<file path="src/cycle_timer_pkg.sv">
// Constants, types and register map for the scan-cycle scheduler and settings panel
package cycle_timer_pkg;
	localparam int unsigned CLK_HZ = 25_000_000; // System clock rate, Hz
	localparam int unsigned TIMEOUT_S = 20; // Settings inactivity timeout, seconds
	localparam int unsigned TIMEOUT_CYCLES = TIMEOUT_S * CLK_HZ; // Exact product, 500,000,000 clocks
	localparam int unsigned MS_CYCLES = CLK_HZ / 1000; // Clocks per millisecond
	localparam logic [7:0] CYC_MIN_MS = 8'h64; // 100 ms shortest cycle
	localparam logic [7:0] CYC_STEP_MS = 8'h05; // 5 ms per step
	localparam logic [4:0] CYC_IDX_MAX = 5'h1e; // (250 - 100) / 5 steps
	localparam logic [4:0] CYC_IDX_DEFAULT = 5'h14; // 200 ms
	localparam logic [4:0] ADDR_LOCAL = 5'h01; // Local terminal only
	localparam logic [4:0] ADDR_MAX = 5'h1e; // Highest station address, 30
	localparam logic [4:0] ADDR_DEFAULT = 5'h01; // Shown as 01 out of reset
	localparam logic [2:0] RATE_MAX = 3'h7; // Eight selectable line rates
	localparam logic [2:0] RATE_DEFAULT = 3'h6; // Default line rate index
	localparam logic [3:0] TEN_LAST = 4'h9; // Cycles per indicator blink, minus one
	localparam int unsigned PHASES = 5; // Steps of one scan cycle
	localparam int unsigned ADDR_W = 6; // AXI address bits decoded
	// Register byte offsets
	localparam logic [5:0] OFS_SETTINGS = 6'h00;
	localparam logic [5:0] OFS_COMM_CFG = 6'h04;
	localparam logic [5:0] OFS_STATUS = 6'h08;
	localparam logic [5:0] OFS_CYCLES = 6'h0c;
	// Field positions
	localparam int unsigned F_ADDR_LSB = 0;
	localparam int unsigned F_RATE_LSB = 8;
	localparam int unsigned F_CYC_LSB = 16;
	localparam logic [1:0] RESP_OKAY = 2'h0;
	localparam logic [1:0] RESP_SLVERR = 2'h2;
	// Key bit positions in the key vector
	localparam int unsigned K_PAGE = 0;
	localparam int unsigned K_UP = 1;
	localparam int unsigned K_DOWN = 2;
	localparam int unsigned K_CONFIRM = 3;
	localparam int unsigned K_TOGGLE = 4;
	localparam int unsigned K_PROTECT = 5;
	localparam int unsigned KEYS = 6;
	typedef enum logic [1:0] {MODE_NORMAL, MODE_ARMED, MODE_SETTINGS} mode_t;
	typedef enum logic [1:0] {PAGE_ADDR, PAGE_RATE, PAGE_CYCLE} page_t;
	// Programmed settings held together
	typedef struct packed {
		logic [4:0] cyc_idx;
		logic [2:0] rate;
		logic [4:0] addr;
	} settings_t;
	localparam settings_t SETTINGS_RESET = '{cyc_idx: CYC_IDX_DEFAULT, rate: RATE_DEFAULT,
		addr: ADDR_DEFAULT};
endpackage : cycle_timer_pkg

</file>
<file path="src/cycle_timer_and_comm_setup.sv">
// Scan-cycle scheduler, settings panel and AXI4-Lite register slave
`timescale 1ns/100ps
`default_nettype none
module cycle_timer_and_comm_setup #(
	parameter int unsigned TIMEOUT_CYCLES = cycle_timer_pkg::TIMEOUT_CYCLES,
	parameter int unsigned MS_CYCLES = cycle_timer_pkg::MS_CYCLES
) (
	input wire logic aclk,
	input wire logic aresetn,
	input wire logic [5:0] s_axi_awaddr,
	input wire logic s_axi_awvalid,
	output logic s_axi_awready,
	input wire logic [31:0] s_axi_wdata,
	input wire logic [3:0] s_axi_wstrb,
	input wire logic s_axi_wvalid,
	output logic s_axi_wready,
	output logic [1:0] s_axi_bresp,
	output logic s_axi_bvalid,
	input wire logic s_axi_bready,
	input wire logic [5:0] s_axi_araddr,
	input wire logic s_axi_arvalid,
	output logic s_axi_arready,
	output logic [31:0] s_axi_rdata,
	output logic [1:0] s_axi_rresp,
	output logic s_axi_rvalid,
	input wire logic s_axi_rready,
	input wire logic page_key,
	input wire logic up_key,
	input wire logic down_key,
	input wire logic confirm_key,
	input wire logic settings_toggle_key,
	input wire logic memory_protect_switch,
	output logic cycle_period_indicator,
	output logic [4:0] phase_strobe,
	output logic [4:0] station_address,
	output logic [2:0] line_rate_sel,
	output logic serve_terminal,
	output logic serve_network,
	output logic settings_active,
	output logic [1:0] display_page,
	output logic [7:0] display_value
);
	// Decode a byte address: {hit, word index}
	function automatic logic [2:0] decode(input logic [5:0] a);
		decode = {(a[5:4] == 2'h0) && (a[1:0] == 2'h0), a[3:2]};
	endfunction : decode
	// Keep an address inside the legal station range
	function automatic logic [4:0] clamp_addr(input logic [4:0] a);
		clamp_addr = (a < cycle_timer_pkg::ADDR_LOCAL) ? cycle_timer_pkg::ADDR_LOCAL :
			(a > cycle_timer_pkg::ADDR_MAX) ? cycle_timer_pkg::ADDR_MAX : a;
	endfunction : clamp_addr

	// Key synchronisers and edge detection
	logic [5:0] key_pins; // Raw panel pins
	logic [5:0] key_s1_q; // First stage, read only by the second
	logic [5:0] key_s2_q; // Synchronised level
	logic [5:0] key_s3_q; // Previous level for edges
	logic [5:0] press; // One-cycle press pulses
	assign key_pins = {memory_protect_switch, settings_toggle_key, confirm_key, down_key,
		up_key, page_key};
	assign press = key_s2_q & ~key_s3_q;
	// Pins come from outside the clock domain, so two flops before use
	always_ff @(posedge aclk)
	begin
		if (!aresetn)
		begin
			key_s1_q <= 6'h00;
			key_s2_q <= 6'h00;
			key_s3_q <= 6'h00;
		end
		else
		begin
			key_s1_q <= key_pins;
			key_s2_q <= key_s1_q;
			key_s3_q <= key_s2_q;
		end
	end

	// Settings mode state
	cycle_timer_pkg::mode_t mode_q, mode_d; // Panel mode
	cycle_timer_pkg::page_t page_q, page_d; // Shown setting page
	cycle_timer_pkg::settings_t set_q, set_d; // Programmed settings
	logic force_q, force_d; // Address forced to local
	logic [31:0] idle_q; // Clocks since last key activity
	logic timeout; // Inactivity limit reached
	logic any_key; // Any panel or toggle press
	logic confirm_held; // Confirm key level
	logic addr_page; // Address page active in settings
	logic [4:0] eff_addr; // Address actually in use
	logic local_only; // Local terminal selected
	logic [3:0] comm_cfg_q; // Block presence and order flags
	logic comm_ok; // Configuration permits communication
	logic sw_set_we; // Software writes the settings word
	logic [31:0] sw_set_val; // Merged settings write value
	assign any_key = |press[cycle_timer_pkg::K_TOGGLE:cycle_timer_pkg::K_PAGE];
	assign confirm_held = key_s2_q[cycle_timer_pkg::K_CONFIRM];
	assign timeout = (idle_q == TIMEOUT_CYCLES - 1);
	assign addr_page = (mode_q == cycle_timer_pkg::MODE_SETTINGS) &&
		(page_q == cycle_timer_pkg::PAGE_ADDR);
	assign eff_addr = force_q ? cycle_timer_pkg::ADDR_LOCAL : set_q.addr;
	assign local_only = (eff_addr == cycle_timer_pkg::ADDR_LOCAL);
	assign comm_ok = &comm_cfg_q;

	// Mode, page and key-driven setting changes
	always_comb
	begin
		mode_d = mode_q;
		page_d = page_q;
		set_d = set_q;
		force_d = force_q;
		case (mode_q)
			cycle_timer_pkg::MODE_NORMAL:
			begin
				// Entry only with the protect switch in the writable position
				if (press[cycle_timer_pkg::K_TOGGLE] && key_s2_q[cycle_timer_pkg::K_PROTECT])
					mode_d = cycle_timer_pkg::MODE_ARMED;
			end
			cycle_timer_pkg::MODE_ARMED:
			begin
				if (timeout || press[cycle_timer_pkg::K_TOGGLE])
					mode_d = cycle_timer_pkg::MODE_NORMAL;
				else if (press[cycle_timer_pkg::K_CONFIRM])
				begin
					mode_d = cycle_timer_pkg::MODE_SETTINGS;
					page_d = cycle_timer_pkg::PAGE_ADDR;
				end
			end
			cycle_timer_pkg::MODE_SETTINGS:
			begin
				if (timeout || press[cycle_timer_pkg::K_TOGGLE])
					mode_d = cycle_timer_pkg::MODE_NORMAL;
				else if (press[cycle_timer_pkg::K_PAGE])
					page_d = (page_q == cycle_timer_pkg::PAGE_CYCLE) ?
						cycle_timer_pkg::PAGE_ADDR : cycle_timer_pkg::page_t'(page_q + 2'h1);
				else if (page_q == cycle_timer_pkg::PAGE_ADDR && confirm_held)
				begin
					if (press[cycle_timer_pkg::K_DOWN])
						force_d = 1'b1;
					else if (press[cycle_timer_pkg::K_UP])
						force_d = 1'b0;
				end
				else if (page_q == cycle_timer_pkg::PAGE_ADDR)
				begin
					// Stops at either end rather than wrapping
					if (press[cycle_timer_pkg::K_UP] && set_q.addr < cycle_timer_pkg::ADDR_MAX)
						set_d.addr = set_q.addr + 5'h01;
					else if (press[cycle_timer_pkg::K_DOWN] && set_q.addr > cycle_timer_pkg::ADDR_LOCAL)
						set_d.addr = set_q.addr - 5'h01;
				end
				else if (page_q == cycle_timer_pkg::PAGE_RATE)
				begin
					if (press[cycle_timer_pkg::K_UP] && set_q.rate < cycle_timer_pkg::RATE_MAX)
						set_d.rate = set_q.rate + 3'h1;
					else if (press[cycle_timer_pkg::K_DOWN] && set_q.rate > 3'h0)
						set_d.rate = set_q.rate - 3'h1;
				end
				else
				begin
					if (press[cycle_timer_pkg::K_UP] && set_q.cyc_idx < cycle_timer_pkg::CYC_IDX_MAX)
						set_d.cyc_idx = set_q.cyc_idx + 5'h01;
					else if (press[cycle_timer_pkg::K_DOWN] && set_q.cyc_idx > 5'h00)
						set_d.cyc_idx = set_q.cyc_idx - 5'h01;
				end
			end
			default:
				mode_d = cycle_timer_pkg::MODE_NORMAL;
		endcase
		// A software write replaces the settings, clamped into range
		if (sw_set_we)
		begin
			set_d.addr = clamp_addr(sw_set_val[cycle_timer_pkg::F_ADDR_LSB +: 5]);
			set_d.rate = sw_set_val[cycle_timer_pkg::F_RATE_LSB +: 3];
			set_d.cyc_idx = (sw_set_val[cycle_timer_pkg::F_CYC_LSB +: 5] >
				cycle_timer_pkg::CYC_IDX_MAX) ? cycle_timer_pkg::CYC_IDX_MAX :
				sw_set_val[cycle_timer_pkg::F_CYC_LSB +: 5];
		end
	end

	// Settings registers; 200 ms period from reset
	always_ff @(posedge aclk)
	begin
		if (!aresetn)
		begin
			mode_q <= cycle_timer_pkg::MODE_NORMAL;
			page_q <= cycle_timer_pkg::PAGE_ADDR;
			set_q <= cycle_timer_pkg::SETTINGS_RESET;
			force_q <= 1'b0;
			idle_q <= 32'h0;
		end
		else
		begin
			mode_q <= mode_d;
			page_q <= page_d;
			set_q <= set_d;
			force_q <= force_d;
			// Any key restarts the idle count; normal mode holds it at zero
			idle_q <= (any_key || mode_q == cycle_timer_pkg::MODE_NORMAL) ? 32'h0 :
				idle_q + 32'h1;
		end
	end

	// Scan-cycle timer
	logic [31:0] ms_cnt_q; // Clocks within the current millisecond
	logic [7:0] cyc_ms_q; // Milliseconds within the current cycle
	logic [7:0] period_ms; // Programmed period in ms
	logic ms_tick; // Last clock of a millisecond
	logic cycle_end; // Last clock of a cycle
	logic [3:0] ten_q; // Cycles modulo ten
	logic [4:0] strobe_q; // Phase strobes in order
	logic [31:0] cycles_q; // Completed cycle count
	logic led_q; // Indicator level
	assign period_ms = cycle_timer_pkg::CYC_MIN_MS +
		8'(cycle_timer_pkg::CYC_STEP_MS * set_q.cyc_idx);
	assign ms_tick = (ms_cnt_q == MS_CYCLES - 1);
	assign cycle_end = ms_tick && (cyc_ms_q == period_ms - 8'h01);
	// A period change takes effect at once; a long count already past it wraps safely
	always_ff @(posedge aclk)
	begin
		if (!aresetn)
		begin
			ms_cnt_q <= 32'h0;
			cyc_ms_q <= 8'h00;
			ten_q <= 4'h0;
			strobe_q <= 5'h00;
			cycles_q <= 32'h0;
			led_q <= 1'b0;
		end
		else
		begin
			ms_cnt_q <= ms_tick ? 32'h0 : ms_cnt_q + 32'h1;
			if (cycle_end || (ms_tick && cyc_ms_q >= period_ms))
				cyc_ms_q <= 8'h00;
			else if (ms_tick)
				cyc_ms_q <= cyc_ms_q + 8'h01;
			// One strobe per phase on consecutive clocks after each cycle boundary
			strobe_q <= {strobe_q[3:0], cycle_end};
			if (cycle_end)
			begin
				ten_q <= (ten_q == cycle_timer_pkg::TEN_LAST) ? 4'h0 : ten_q + 4'h1;
				led_q <= (ten_q == cycle_timer_pkg::TEN_LAST);
				cycles_q <= cycles_q + 32'h1;
			end
		end
	end

	// Panel display, registered
	logic [7:0] disp_q; // Value shown for the current page
	always_ff @(posedge aclk)
	begin
		if (!aresetn)
			disp_q <= 8'h00;
		else if (page_q == cycle_timer_pkg::PAGE_RATE)
			disp_q <= {5'h00, set_q.rate};
		else if (page_q == cycle_timer_pkg::PAGE_CYCLE)
			disp_q <= period_ms;
		else
			disp_q <= {3'h0, eff_addr};
	end

	// AXI4-Lite write path; address and data may arrive in either order
	logic aw_hold_q, w_hold_q, bvalid_q; // Held request halves and response
	logic [5:0] awaddr_q; // Held write address
	logic [31:0] wdata_q; // Held write data
	logic [3:0] wstrb_q; // Held byte enables
	logic [1:0] bresp_q; // Write response code
	logic commit; // Both halves present
	logic [2:0] wdec; // Write decode
	logic [31:0] wmask; // Byte-lane mask
	logic [31:0] set_word; // Current settings as read
	assign commit = aw_hold_q && w_hold_q && !bvalid_q;
	assign wdec = decode(awaddr_q);
	assign wmask = {{8{wstrb_q[3]}}, {8{wstrb_q[2]}}, {8{wstrb_q[1]}}, {8{wstrb_q[0]}}};
	assign set_word = {11'h000, set_q.cyc_idx, 5'h00, set_q.rate, 3'h0, set_q.addr};
	assign sw_set_we = commit && wdec[2] && (wdec[1:0] == cycle_timer_pkg::OFS_SETTINGS[3:2]);
	assign sw_set_val = (set_word & ~wmask) | (wdata_q & wmask);
	assign s_axi_awready = !aw_hold_q && !bvalid_q;
	assign s_axi_wready = !w_hold_q && !bvalid_q;
	assign s_axi_bvalid = bvalid_q;
	assign s_axi_bresp = bresp_q;
	// The device only answers the master, it never initiates
	always_ff @(posedge aclk)
	begin
		if (!aresetn)
		begin
			aw_hold_q <= 1'b0;
			w_hold_q <= 1'b0;
			bvalid_q <= 1'b0;
			bresp_q <= cycle_timer_pkg::RESP_OKAY;
			awaddr_q <= 6'h00;
			wdata_q <= 32'h0;
			wstrb_q <= 4'h0;
			comm_cfg_q <= 4'h0;
		end
		else
		begin
			if (s_axi_awvalid && s_axi_awready)
			begin
				aw_hold_q <= 1'b1;
				awaddr_q <= s_axi_awaddr;
			end
			if (s_axi_wvalid && s_axi_wready)
			begin
				w_hold_q <= 1'b1;
				wdata_q <= s_axi_wdata;
				wstrb_q <= s_axi_wstrb;
			end
			if (commit)
			begin
				aw_hold_q <= 1'b0;
				w_hold_q <= 1'b0;
				bvalid_q <= 1'b1;
				bresp_q <= wdec[2] ? cycle_timer_pkg::RESP_OKAY : cycle_timer_pkg::RESP_SLVERR;
				if (wdec[2] && wdec[1:0] == cycle_timer_pkg::OFS_COMM_CFG[3:2] && wstrb_q[0])
					comm_cfg_q <= wdata_q[3:0];
			end
			else if (bvalid_q && s_axi_bready)
				bvalid_q <= 1'b0;
		end
	end

	// AXI4-Lite read path
	logic rvalid_q; // Read data valid
	logic [31:0] rdata_q; // Read data
	logic [1:0] rresp_q; // Read response
	logic [2:0] rdec; // Read decode
	logic [31:0] rmux; // Selected read word
	logic [31:0] status_word; // Live status
	assign rdec = decode(s_axi_araddr);
	assign status_word = {19'h0, 1'b0, display_page, mode_q, comm_ok, serve_network,
		serve_terminal, eff_addr};
	assign rmux = (rdec[1:0] == cycle_timer_pkg::OFS_SETTINGS[3:2]) ? set_word :
		(rdec[1:0] == cycle_timer_pkg::OFS_COMM_CFG[3:2]) ? {28'h0, comm_cfg_q} :
		(rdec[1:0] == cycle_timer_pkg::OFS_STATUS[3:2]) ? status_word : cycles_q;
	assign s_axi_arready = !rvalid_q;
	assign s_axi_rvalid = rvalid_q;
	assign s_axi_rdata = rdata_q;
	assign s_axi_rresp = rresp_q;
	always_ff @(posedge aclk)
	begin
		if (!aresetn)
		begin
			rvalid_q <= 1'b0;
			rdata_q <= 32'h0;
			rresp_q <= cycle_timer_pkg::RESP_OKAY;
		end
		else if (s_axi_arvalid && s_axi_arready)
		begin
			rvalid_q <= 1'b1;
			rdata_q <= rdec[2] ? rmux : 32'h0;
			rresp_q <= rdec[2] ? cycle_timer_pkg::RESP_OKAY : cycle_timer_pkg::RESP_SLVERR;
		end
		else if (rvalid_q && s_axi_rready)
			rvalid_q <= 1'b0;
	end

	// Outputs; the effective address picks which party is served, and neither is unless all four block flags are set
	assign serve_terminal = comm_ok && local_only;
	assign serve_network = comm_ok && !local_only;
	assign station_address = eff_addr;
	assign line_rate_sel = set_q.rate;
	assign cycle_period_indicator = led_q;
	assign phase_strobe = strobe_q;
	assign settings_active = (mode_q == cycle_timer_pkg::MODE_SETTINGS);
	assign display_page = page_q;
	assign display_value = disp_q;
endmodule : cycle_timer_and_comm_setup
`default_nettype wire

</file>
<file path="config.mk">
export PLATFORM = sky130hd
export DESIGN_NAME = cycle_timer_and_comm_setup
export DESIGN_NICKNAME = d
export VERILOG_FILES = /design/src/cycle_timer_pkg.sv /design/src/cycle_timer_and_comm_setup.sv
export SDC_FILE = /design/constraint.sdc
export NUM_CORES = 1
export LEC_CHECK = 0
export BUFFER_PORTS_ARGS = -buffer_cell sky130_fd_sc_hd__buf_2
export CORE_AREA = 2 2 140 142
export DETAILED_ROUTE_END_ITERATION = 10
export DIE_AREA = 0 0 142 144
export GPL_ROUTABILITY_DRIVEN = 0
export PLACE_DENSITY = 0.9
export SLEW_MARGIN = 20
export SYNTH_ARGS = -nofsm -noshare
export SYNTH_HDL_FRONTEND = slang
export SYNTH_SLANG_ARGS = --single-unit
</file>
<file path="constraint.sdc">
create_clock -name aclk -period 4.8 [get_ports aclk]
set_input_delay 0.48 -clock aclk [delete_from_list [all_inputs] [get_ports aclk]]
set_output_delay 0.48 -clock aclk [all_outputs]
set_load 0.02 [all_outputs]
</file>
==> run_results.csv, run 1 <==
group,metric,value,unit
status,outcome,"finished, final reports clean",
sta,relSlewSlack,29.0,%
cells_and_area,drive_gt1_share,12.2,%
floorplan,dieHeight,144,µm
sta,fmax,222,MHz
global_route,first_global_vias,9276,
pwr,vdd_ir_drop_max,0.000336,V
route,drt_wl_total,27500,µm
global_route,track_usage,26.5,%
cts,root_buffer,"clkbuf_16",
route,highest_layer,"met4",
critical_path,start_kind,"flop",
critical_path,cp.arrival,4.93,ns
critical_path,required,5.24,ns
worst_hold_path,worstHoldPathCells,2,
worst_hold_path,hold_end,"key_s1_q[2]$_SDFF_PN0_",
flow_run,cap_violations,0,
route,antenna_left,0,
synthesis,synth_warnings,0,
global_route,grt_overflow,0,
global_route,grt_pass1_wl,45000,µm
cts,clkLatencyLatePin,0.51,ns
cells_and_area,nFillCells,1536,
pwr,p_leak,4.67,nW
synthesis,netlist_instances,1296,
floorplan,start_util,57.4,%
placed_design,io_buffers,106,
route,dr.pass1.iters,5,
pwr,finalPower,4.09,mW
sta,tightest_slew,1.06,ns
cells_and_area,multi_input_area,6110,µm²
pwr,powerDensity,328,nW/µm²
cts,cts.clk_slew.worst_paths,0.06,ns
synthesis,post_synth_num_cell_types,70,
route,vias_per_cell,6.12,
route,drc,0,
route,wl_met3,1610,µm
cts,post_cts_resized,0,
sta,post-route-min-period,4.50,ns
critical_path,worstPathBufferInverterCount,2,
critical_path,reg2reg_depth,12,
sta,post-route-period-util,93.7,%
floorplan,ioPinCount,129,
sta,finClkSkew,0.00705,ns
critical_path,r2r-start,"set_q[11]$_SDFFE_PN0P_",
synthesis,seq_area_frac_synth,40.4,%
global_route,grt_max_degree,82,
floorplan,std_cell_rows,51,
cts,postCtsSetupBuffers,0,
cells_and_area,seqCellArea,4420,µm²
synthesis,syn_area_per_cell,8.46,µm²
critical_path,crit_type,"flop to flop",
cells_and_area,nets,1466,
synthesis,async_flop_share,0,%
worst_hold_path,hold_start,"down_key",
cts,htree_num_levels,1,
cells_and_area,layout_common_cells,"dfxtp_1 (221), nor2_1 (142), nand2_1 (138), buf_2 (105), a21oi_1 (61)",
critical_path,critPathSlowestCell,"fa_1",
route,num_vias,9907,
cts,cts_tree,"done",
route,dr.first_iter.drc_count,846,
floorplan,core_area,19100,µm²
cts,clock-sinks,221,
cells_and_area,diodes,0,
route,wl_met2,13300,µm
critical_path,endpoint_kind,"flop",
sta,slew_violations,0,
critical_path,slowest_delay,0.58,ns
synthesis,synth_edf_count,0,
cells_and_area,layout_commonest_cell,"dfxtp_1",
critical_path,reg2reg_to,"cycles_q[13]$_SDFFE_PN0P_",
placed_design,dp_hpwl,19000,µm
critical_path,crit_chain,"ha_1, ha_1, ha_1, inv_1, fa_1, or3b_1, or4_1, a211o_1, a2111o_1, buf_4, nor4_1, mux2i_1",
sta,rsz0062_at_grt,"false",
synthesis,synth.cell_area,11000,µm²
synthesis,ys_ff_latch,221,
floorplan,die-width,142,µm
worst_hold_path,hp-class,"input port to flop",
cts,ctsHoldBuffers,0,
cells_and_area,area_growth,13.6,%
route,wl_per_cell,17.0,µm
critical_path,path_common_cell,"ha_1",
critical_path,rrSetupSlack,0.30,ns
placed_design,place_area,11600,µm²
critical_path,crit_fanout,58,
route,met1_length,11400,µm
critical_path,crit_family,"adder cells",
cells_and_area,fin_area,12400,µm²
global_route,antenna_found_initial,0,
sta,finalSetupViolCount,0,
floorplan,die-area,20400,µm²
synthesis,synthFlopType,"dfxtp_1",
sta,final-hold-violation-count,0,
cts,cts_buffers,24,
sta,tns,0,ns
cts,clockBufferDepth,3,
metal layers:
metal	up-vias	GRT usage, %
li1	4799	-
met1	4724	32.7
met2	307	46.2
met3	77	4.07
met4	0	11.5
met5	-	0
registers in the layout (all words and copies together) (netlist names), 4 cells and up, named ones only:
register,cells
awaddr_q,6
comm_cfg_q,4
cyc_ms_q,8
cycles_q,32
display_value,8
idle_q,32
key_s1_q,6
key_s2_q,6
key_s3_q,5
ms_cnt_q,32
phase_strobe,5
s_axi_rdata,32
set_q,10
ten_q,4
wdata_q,13
power breakdown:
part | total, mW | internal, mW | switching, mW
Combinational | 0.234 | 0.0828 | 0.151
Clock | 1.96 | 1.22 | 0.746
Sequential | 1.89 | 1.86 | 0.0254
Total | 4.09 | 3.16 | 0.923
layout make-up:
cell class              count  area share [%]
multi-input cells         963            49.1
clock buffers              31            5.21
inverters                  39            1.18
well taps                 238            2.39
repair buffers            118            5.11
flip-flops and latches    221            35.6
clock inverters            10            1.43
stage by stage:
step / utilization, % / hold slack [ns] / worst slack [ns] / cells
6_report: 65.2 / 0.172 / 0.303 / 1620
5_1_grt: 65.2 / 0.161 / 0.107 / 1620
4_1_cts: 65.2 / 0.159 / 0.335 / 1620
3_5_place_dp: 60.9 / 0.422 / 0.388 / 1579
3_3_place_gp: 60.9 / 0.414 / 0.472 / 1579
2_1_floorplan: - / 0.412 / 0.705 / 1297
how the worst max path moves through the flow:
stage / from / to / slack (ns) / depth (start not counted)
6_report: set_q[11]$_SDFFE_PN0P_ / cycles_q[13]$_SDFFE_PN0P_ / 0.30 / 12
5_1_grt: set_q[11]$_SDFFE_PN0P_ / cycles_q[13]$_SDFFE_PN0P_ / 0.11 / 12
4_1_cts: set_q[11]$_SDFFE_PN0P_ / cycles_q[13]$_SDFFE_PN0P_ / 0.34 / 12
3_5_place_dp: set_q[11]$_SDFFE_PN0P_ / cycles_q[16]$_SDFFE_PN0P_ / 0.39 / 12
3_3_place_gp: set_q[11]$_SDFFE_PN0P_ / cycles_q[3]$_SDFFE_PN0P_ / 0.47 / 12
2_1_floorplan: set_q[9]$_SDFFE_PN0P_ / cycles_q[30]$_SDFFE_PN0P_ / 0.71 / 13
synth_stat cells, types with 8 or more instances:
cell,count,share of area (%)
dfxtp_1,221,40
nor2_1,142,4.9
nand2_1,138,4.7
clkbuf_1,63,2.2
a21oi_1,61,2.8
nand3_1,47,2.1
inv_1,39,1.3
nand2b_1,39,2.2
o21ai_0,39,1.8
xnor2_1,37,3.0
nand4_1,36,2.1
ha_1,35,4.0
mux2i_1,35,3.2
and2_1,34,1.9
xor2_1,31,2.5
nor4_1,28,1.6
nor3_1,23,1.1
a22oi_1,22,1.5
o41ai_1,19,1.5
and3_1,16,0.91
or3_1,16,0.91
and4_1,13,1.0
nor2b_1,12,0.69
nor4b_1,11,0.88
o311ai_0,10,0.80
o211ai_1,9,0.62
a211oi_1,8,0.55
a31oi_1,8,0.46
cell families (layout without fill, tap and decap cells):
| kind of cell | after synthesis | after routing | synth area share [%] |
|---|---|---|---|
| other | 1 | 2 | 0.0342 |
| buffers and inverters | 113 | 198 | 4.10 |
| DFF | 221 | 221 | 40.4 |
| adders and majority gates | 38 | 38 | 4.54 |
| and+or+nand+nor | 576 | 576 | 26.7 |
| xor gates and xnor gates | 69 | 69 | 5.64 |
| AOI/OAI and AO/OA | 241 | 241 | 15.2 |
| muxes | 37 | 37 | 3.40 |
worst reg2reg max path, cell delays in order, from the launching register on:
cell	delay, ns
dfxtp_1	0.46
ha_1	0.28
ha_1	0.29
ha_1	0.16
inv_1	0.05
fa_1	0.58
or3b_1	0.38
or4_1	0.43
a211o_1	0.35
a2111o_1	0.37
buf_4	0.29
nor4_1	0.51
mux2i_1	0.25
Note: power is estimated with default switching activity, not from simulation.
==> run 2: changes to the inputs <==
==> constraint.sdc (replaced) <==
create_clock -name aclk -period 4.8 [get_ports aclk]
set_input_delay 0.72 -clock aclk [delete_from_list [all_inputs] [get_ports aclk]]
set_output_delay 0.72 -clock aclk [all_outputs]
set_load 0.02 [all_outputs]
==> run 2 against run 1 <==
Die area stayed put. Global-route usage is 0.30 points higher. Hold slack better by 0.25 ns. Combinational power hardly changed. Final area is 0.24% lower. Clock power is 5% lower. Register-to-register slack better by 0.04 ns. Non-clock buffer count is 1 higher. Sequential power hardly changed. Fmax is 0.95% higher. Critical path depth stayed put. Critical endpoint is now cycles_q[20]$_SDFFE_PN0P_.
==> run_results.csv, run 2 (synthesis results as in run 1) <==
group,metric,value,unit
sta,finalSetupViolCount,0,
sta,tns,0,ns
sta,rsz0062_at_grt,"false",
pwr,p_int,3.08,mW
route,num_vias,10069,
route,dr.first_iter.drc_count,1137,
sta,slew_violations,0,
placed_design,io_buffers,106,
pwr,clkPwrFrac,46.6,%
floorplan,die-width,142,µm
floorplan,ioPinCount,129,
global_route,grt_overflow,0,
critical_path,path_common_cell,"ha_1",
placed_design,dp_hpwl,19000,µm
cts,postCtsSetupBuffers,0,
cts,clkLatencyLatePin,0.51,ns
cells_and_area,area_growth,13.3,%
pwr,powerDensity,321,nW/µm²
global_route,first_global_vias,9580,
global_route,track_usage,26.8,%
cells_and_area,layout_common_cells,"dfxtp_1 (221), nor2_1 (142), nand2_1 (138), buf_2 (105), a21oi_1 (61)",
global_route,grt_max_degree,86,
worst_hold_path,hp-class,"input port to flop",
critical_path,start_kind,"flop",
route,drc,0,
floorplan,core_area,19100,µm²
cts,cts_tree,"done",
route,drt_wl_total,27800,µm
sta,finClkSkew,0.0102,ns
cts,clock-sinks,221,
sta,relSlewSlack,31.2,%
critical_path,crit_family,"compound AO/OA/AOI/OAI gates",
critical_path,cp.arrival,4.82,ns
cells_and_area,nets,1468,
sta,final-hold-violation-count,0,
sta,post-route-period-util,92.8,%
pwr,seq_power_share,47.5,%
route,dr.pass1.iters,5,
critical_path,slowest_delay,0.59,ns
global_route,antenna_found_initial,0,
flow_run,cap_violations,0,
cells_and_area,stdcell_count,1620,
cts,clockBufferDepth,3,
floorplan,die-area,20400,µm²
placed_design,dp_cells,1580,
critical_path,endpoint_kind,"flop",
pwr,pwr-share-comb,5.9,%
critical_path,required,5.17,ns
pwr,vdd_ir_drop_max,0.000254,V
cts,htree_num_levels,1,
critical_path,crit_type,"flop to flop",
cts,post_cts_resized,0,
cts,cts.clk_slew.worst_paths,0.06,ns
critical_path,critPathSlowestCell,"fa_1",
sta,post-route-min-period,4.45,ns
route,antenna_left,0,
pwr,p_sw,905,µW
critical_path,crit_fanout,58,
cells_and_area,fin_area,12400,µm²
floorplan,std_cell_rows,51,
cts,root_buffer,"clkbuf_16",
cells_and_area,diodes,0,
pwr,swShare,22.7,%
cells_and_area,drive_gt1_share,12.3,%
status,outcome,"finished, final reports clean",
cells_and_area,layout_commonest_cell,"dfxtp_1",
sta,fmax,225,MHz
route,vias_per_cell,6.22,
cts,ctsHoldBuffers,0,
global_route,grt_pass1_wl,45700,µm
cts,cts_buffers,25,
floorplan,dieHeight,144,µm
sta,tightest_slew,1.03,ns
placed_design,place_area,11600,µm²
floorplan,start_util,57.4,%
critical_path,crit_chain,"ha_1, ha_1, ha_1, inv_1, fa_1, or3b_1, or4_1, a211o_1, a2111o_1, buf_4, o311ai_0, o41ai_1",
critical_path,worstPathBufferInverterCount,2,
route,wl_per_cell,17.2,µm
pwr,p_leak,4.67,nW
[run 2: cell count changes in the layout (fill, tap and decap cells not counted), sizes merged]
cell      delta
clkbuf       +4
bufinv       -3
buf          +1
clkinv       -1
clkinvlp     -1
[run 2: metal layers]
metal  wire [µm]  global-route usage [%]  vias to the layer above
met3        1810                    3.91                       87
met5           0                       0                        -
met4        1130                    12.7                        0
met1       11300                    33.1                     4786
met2       13500                    46.4                      389
li1            -                       -                     4807
[run 2: final timing paths]
check                          from                         to  slack, ns  depth (start not counted)
min reg2reg  key_s1_q[3]$_SDFF_PN0_     key_s2_q[3]$_SDFF_PN0_       0.44                          1
min             settings_toggle_key     key_s1_q[4]$_SDFF_PN0_       0.42                          2
max reg2reg  set_q[11]$_SDFFE_PN0P_  cycles_q[20]$_SDFFE_PN0P_       0.35                         12
max          set_q[11]$_SDFFE_PN0P_  cycles_q[20]$_SDFFE_PN0P_       0.35                         12
[run 2: final cells by class]
type | count | area (µm²)
Inverter | 39 | 146
Timing Repair Buffer | 119 | 643
Fill cell | 1474 | 6670
Multi-Input combinational cell | 963 | 6110
Clock inverter | 5 | 75.1
Clock buffer | 35 | 713
Sequential cell | 221 | 4420
Tap cell | 238 | 298
[run 2: per-stage QoR]
stage / hold WS [ns] / utilization (%) / setup WS, ns / power [mW]
2_1_floorplan: 0.412 / - / 0.705 / 2.09
3_3_place_gp: 0.414 / 60.9 / 0.620 / 2.15
3_5_place_dp: 0.426 / 60.9 / 0.445 / 2.16
4_1_cts: 0.409 / 65.1 / 0.370 / 4.01
5_1_grt: 0.412 / 65.1 / 0.194 / 4.11
6_report: 0.419 / 65.1 / 0.346 / 3.98
[run 2: power groups by stage]
| stage | clock, mW | combinational (mW) | sequential (mW) |
|---|---|---|---|
| CTS | 1.88 | 0.233 | 1.89 |
| floorplan | 0 | 0.164 | 1.92 |
| global placement | 0 | 0.223 | 1.93 |
| global route | 1.95 | 0.261 | 1.89 |
| finish | 1.86 | 0.235 | 1.89 |
| detailed placement | 0 | 0.231 | 1.93 |
==> run 3: changes to the inputs <==
Settings changed: CORE_AREA 2 2 140 142 to 2 2 169 171, DIE_AREA 0 0 142 144 to 0 0 171 173, PLACE_DENSITY 0.9 to 0.69.
==> run 3 against run 2 <==
Critical endpoint is now cycles_q[31]$_SDFFE_PN0P_. Count of clock-buffer cells in the layout fell by 8. Global-route usage down 8.5 points. Sequential power is essentially flat.
==> run_results.csv, run 3 (synthesis results as in run 1) <==
group,metric,value,unit
status,outcome,"finished, final reports clean",
floorplan,std_cell_rows,61,
cts,clockBufferDepth,3,
pwr,vdd_ir_drop_max,0.000238,V
global_route,grt_overflow,0,
global_route,antenna_found_initial,1,
sta,fin_hold_ws,0.371,ns
sta,final-hold-violation-count,0,
cts,cts.clk_slew.worst_paths,0.06,ns
sta,finalSetupViolCount,0,
critical_path,crit_fanout,58,
worst_hold_path,worstHoldPathCells,2,
route,num_vias,9601,
cts,postCtsSetupBuffers,0,
route,drt_wl_total,27700,µm
placed_design,place_area,11800,µm²
route,dr.first_iter.drc_count,843,
critical_path,crit_type,"flop to flop",
floorplan,die-width,171,µm
worst_hold_path,hp-class,"input port to flop",
pwr,seq_power_share,42.5,%
cells_and_area,fin_area,12800,µm²
cells_and_area,fin_util,46.4,%
sta,tightest_slew,1.06,ns
floorplan,ioPinCount,129,
sta,post-route-period-util,93.1,%
sta,setup_slack,0.333,ns
cts,clkLatencyLatePin,0.54,ns
placed_design,dp_slack,0.396,ns
critical_path,required,5.25,ns
route,vias_per_cell,5.42,
global_route,grt_pass1_wl,45200,µm
flow_run,cap_violations,0,
pwr,pwr-share-comb,5.2,%
floorplan,dieHeight,173,µm
critical_path,reg2reg_to,"cycles_q[31]$_SDFFE_PN0P_",
sta,fmax,224,MHz
sta,finClkSkew,0.0257,ns
cells_and_area,stdcell_count,1770,
cts,root_buffer,"clkbuf_16",
cts,cts_buffers,26,
global_route,grt_max_degree,64,
pwr,clkPwrFrac,52.2,%
pwr,p_leak,4.76,nW
sta,post-route-min-period,4.47,ns
route,dr.pass1.iters,6,
critical_path,r2r-start,"set_q[11]$_SDFFE_PN0P_",
cts,post_cts_resized,0,
critical_path,reg2reg_depth,12,
pwr,p_int,3.44,mW
critical_path,start_kind,"flop",
floorplan,die-area,29600,µm²
worst_hold_path,hold_start,"s_axi_rready",
sta,slew_violations,0,
pwr,swShare,22.4,%
placed_design,io_buffers,106,
cells_and_area,layout_commonest_cell,"dfxtp_1",
placed_design,dp_cells,1720,
placed_design,dp_hpwl,19200,µm
cells_and_area,layout_common_cells,"dfxtp_1 (221), nor2_1 (142), nand2_1 (138), buf_2 (105), a21oi_1 (61)",
critical_path,rrSetupSlack,0.33,ns
pwr,finalPower,4.44,mW
global_route,track_usage,18.3,%
route,wl_per_cell,15.6,µm
sta,rsz0062_at_grt,"false",
sta,tns,0,ns
cells_and_area,drive_gt1_share,13.2,%
cts,htree_num_levels,1,
critical_path,cp.arrival,4.92,ns
cts,cts_tree,"done",
worst_hold_path,hold_end,"s_axi_rvalid$_SDFFE_PN0P_",
floorplan,core_area,27600,µm²
pwr,powerDensity,346,nW/µm²
cells_and_area,nets,1469,
cells_and_area,area_growth,17.1,%
critical_path,endpoint_kind,"flop",
floorplan,start_util,39.7,%
pwr,p_sw,994,µW
cts,clock-sinks,221,
sta,relSlewSlack,29.2,%
route,antenna_left,0,
route,drc,0,
cts,ctsHoldBuffers,0,
global_route,first_global_vias,8908,
## run 3: cell types whose count changed in the layout (fill, tap and decap cells not counted), moves of 2 or more
cell | before | now
bufinv_16 | 2 | 9
clkbuf_1 | 5 | 0
clkbuf_8 | 5 | 1
clkinvlp_4 | 0 | 6
diode_2 | 0 | 2
## run 3: layout make-up
type | count | area (µm²)
fill | 2710 | 14800
inverter | 39 | 146
sequential | 221 | 4420
antenna | 2 | 5.00
clock buffer | 27 | 664
clock inverter | 21 | 364
tap | 378 | 473
timing repair buffer | 119 | 643
multi-input combinational | 963 | 6110
## run 3: worst max-delay path, cell delays in order (launching register included)
cell	delay, ns
dfxtp_1	0.52
ha_1	0.30
ha_1	0.28
ha_1	0.17
inv_1	0.06
fa_1	0.57
or3b_1	0.38
or4_1	0.44
a211o_1	0.36
a2111o_1	0.42
buf_12	0.21
nor4_1	0.42
mux2i_1	0.23
## run 3: how the worst max path moves through the flow
stage / startpoint / end / depth (start not counted) / slack, ns
floorplan: set_q[9]$_SDFFE_PN0P_ / cycles_q[30]$_SDFFE_PN0P_ / 13 / 0.71
global placement: set_q[11]$_SDFFE_PN0P_ / cycles_q[3]$_SDFFE_PN0P_ / 12 / 0.48
detailed placement: set_q[11]$_SDFFE_PN0P_ / cycles_q[31]$_SDFFE_PN0P_ / 12 / 0.40
CTS: set_q[11]$_SDFFE_PN0P_ / cycles_q[31]$_SDFFE_PN0P_ / 12 / 0.36
global route: set_q[11]$_SDFFE_PN0P_ / cycles_q[31]$_SDFFE_PN0P_ / 12 / 0.15
finish: set_q[11]$_SDFFE_PN0P_ / cycles_q[31]$_SDFFE_PN0P_ / 12 / 0.33
## run 3: power groups by stage
stage | Sequential, mW | Clock (mW) | Combinational (mW)
floorplan | 1.92 | 0 | 0.164
global placement | 1.93 | 0 | 0.227
detailed placement | 1.93 | 0 | 0.231
CTS | 1.89 | 2.36 | 0.232
global route | 1.89 | 2.45 | 0.260
finish | 1.89 | 2.32 | 0.232
## run 3: routing by layer
metal | vias up | GRT usage, % | wire length [µm]
met1 | 4515 | 24.8 | 12900
li1 | 4808 | - | -
met4 | 0 | 5.01 | 709
met2 | 233 | 29.7 | 12600
met3 | 45 | 3.52 | 1450
met5 | - | 0 | 0
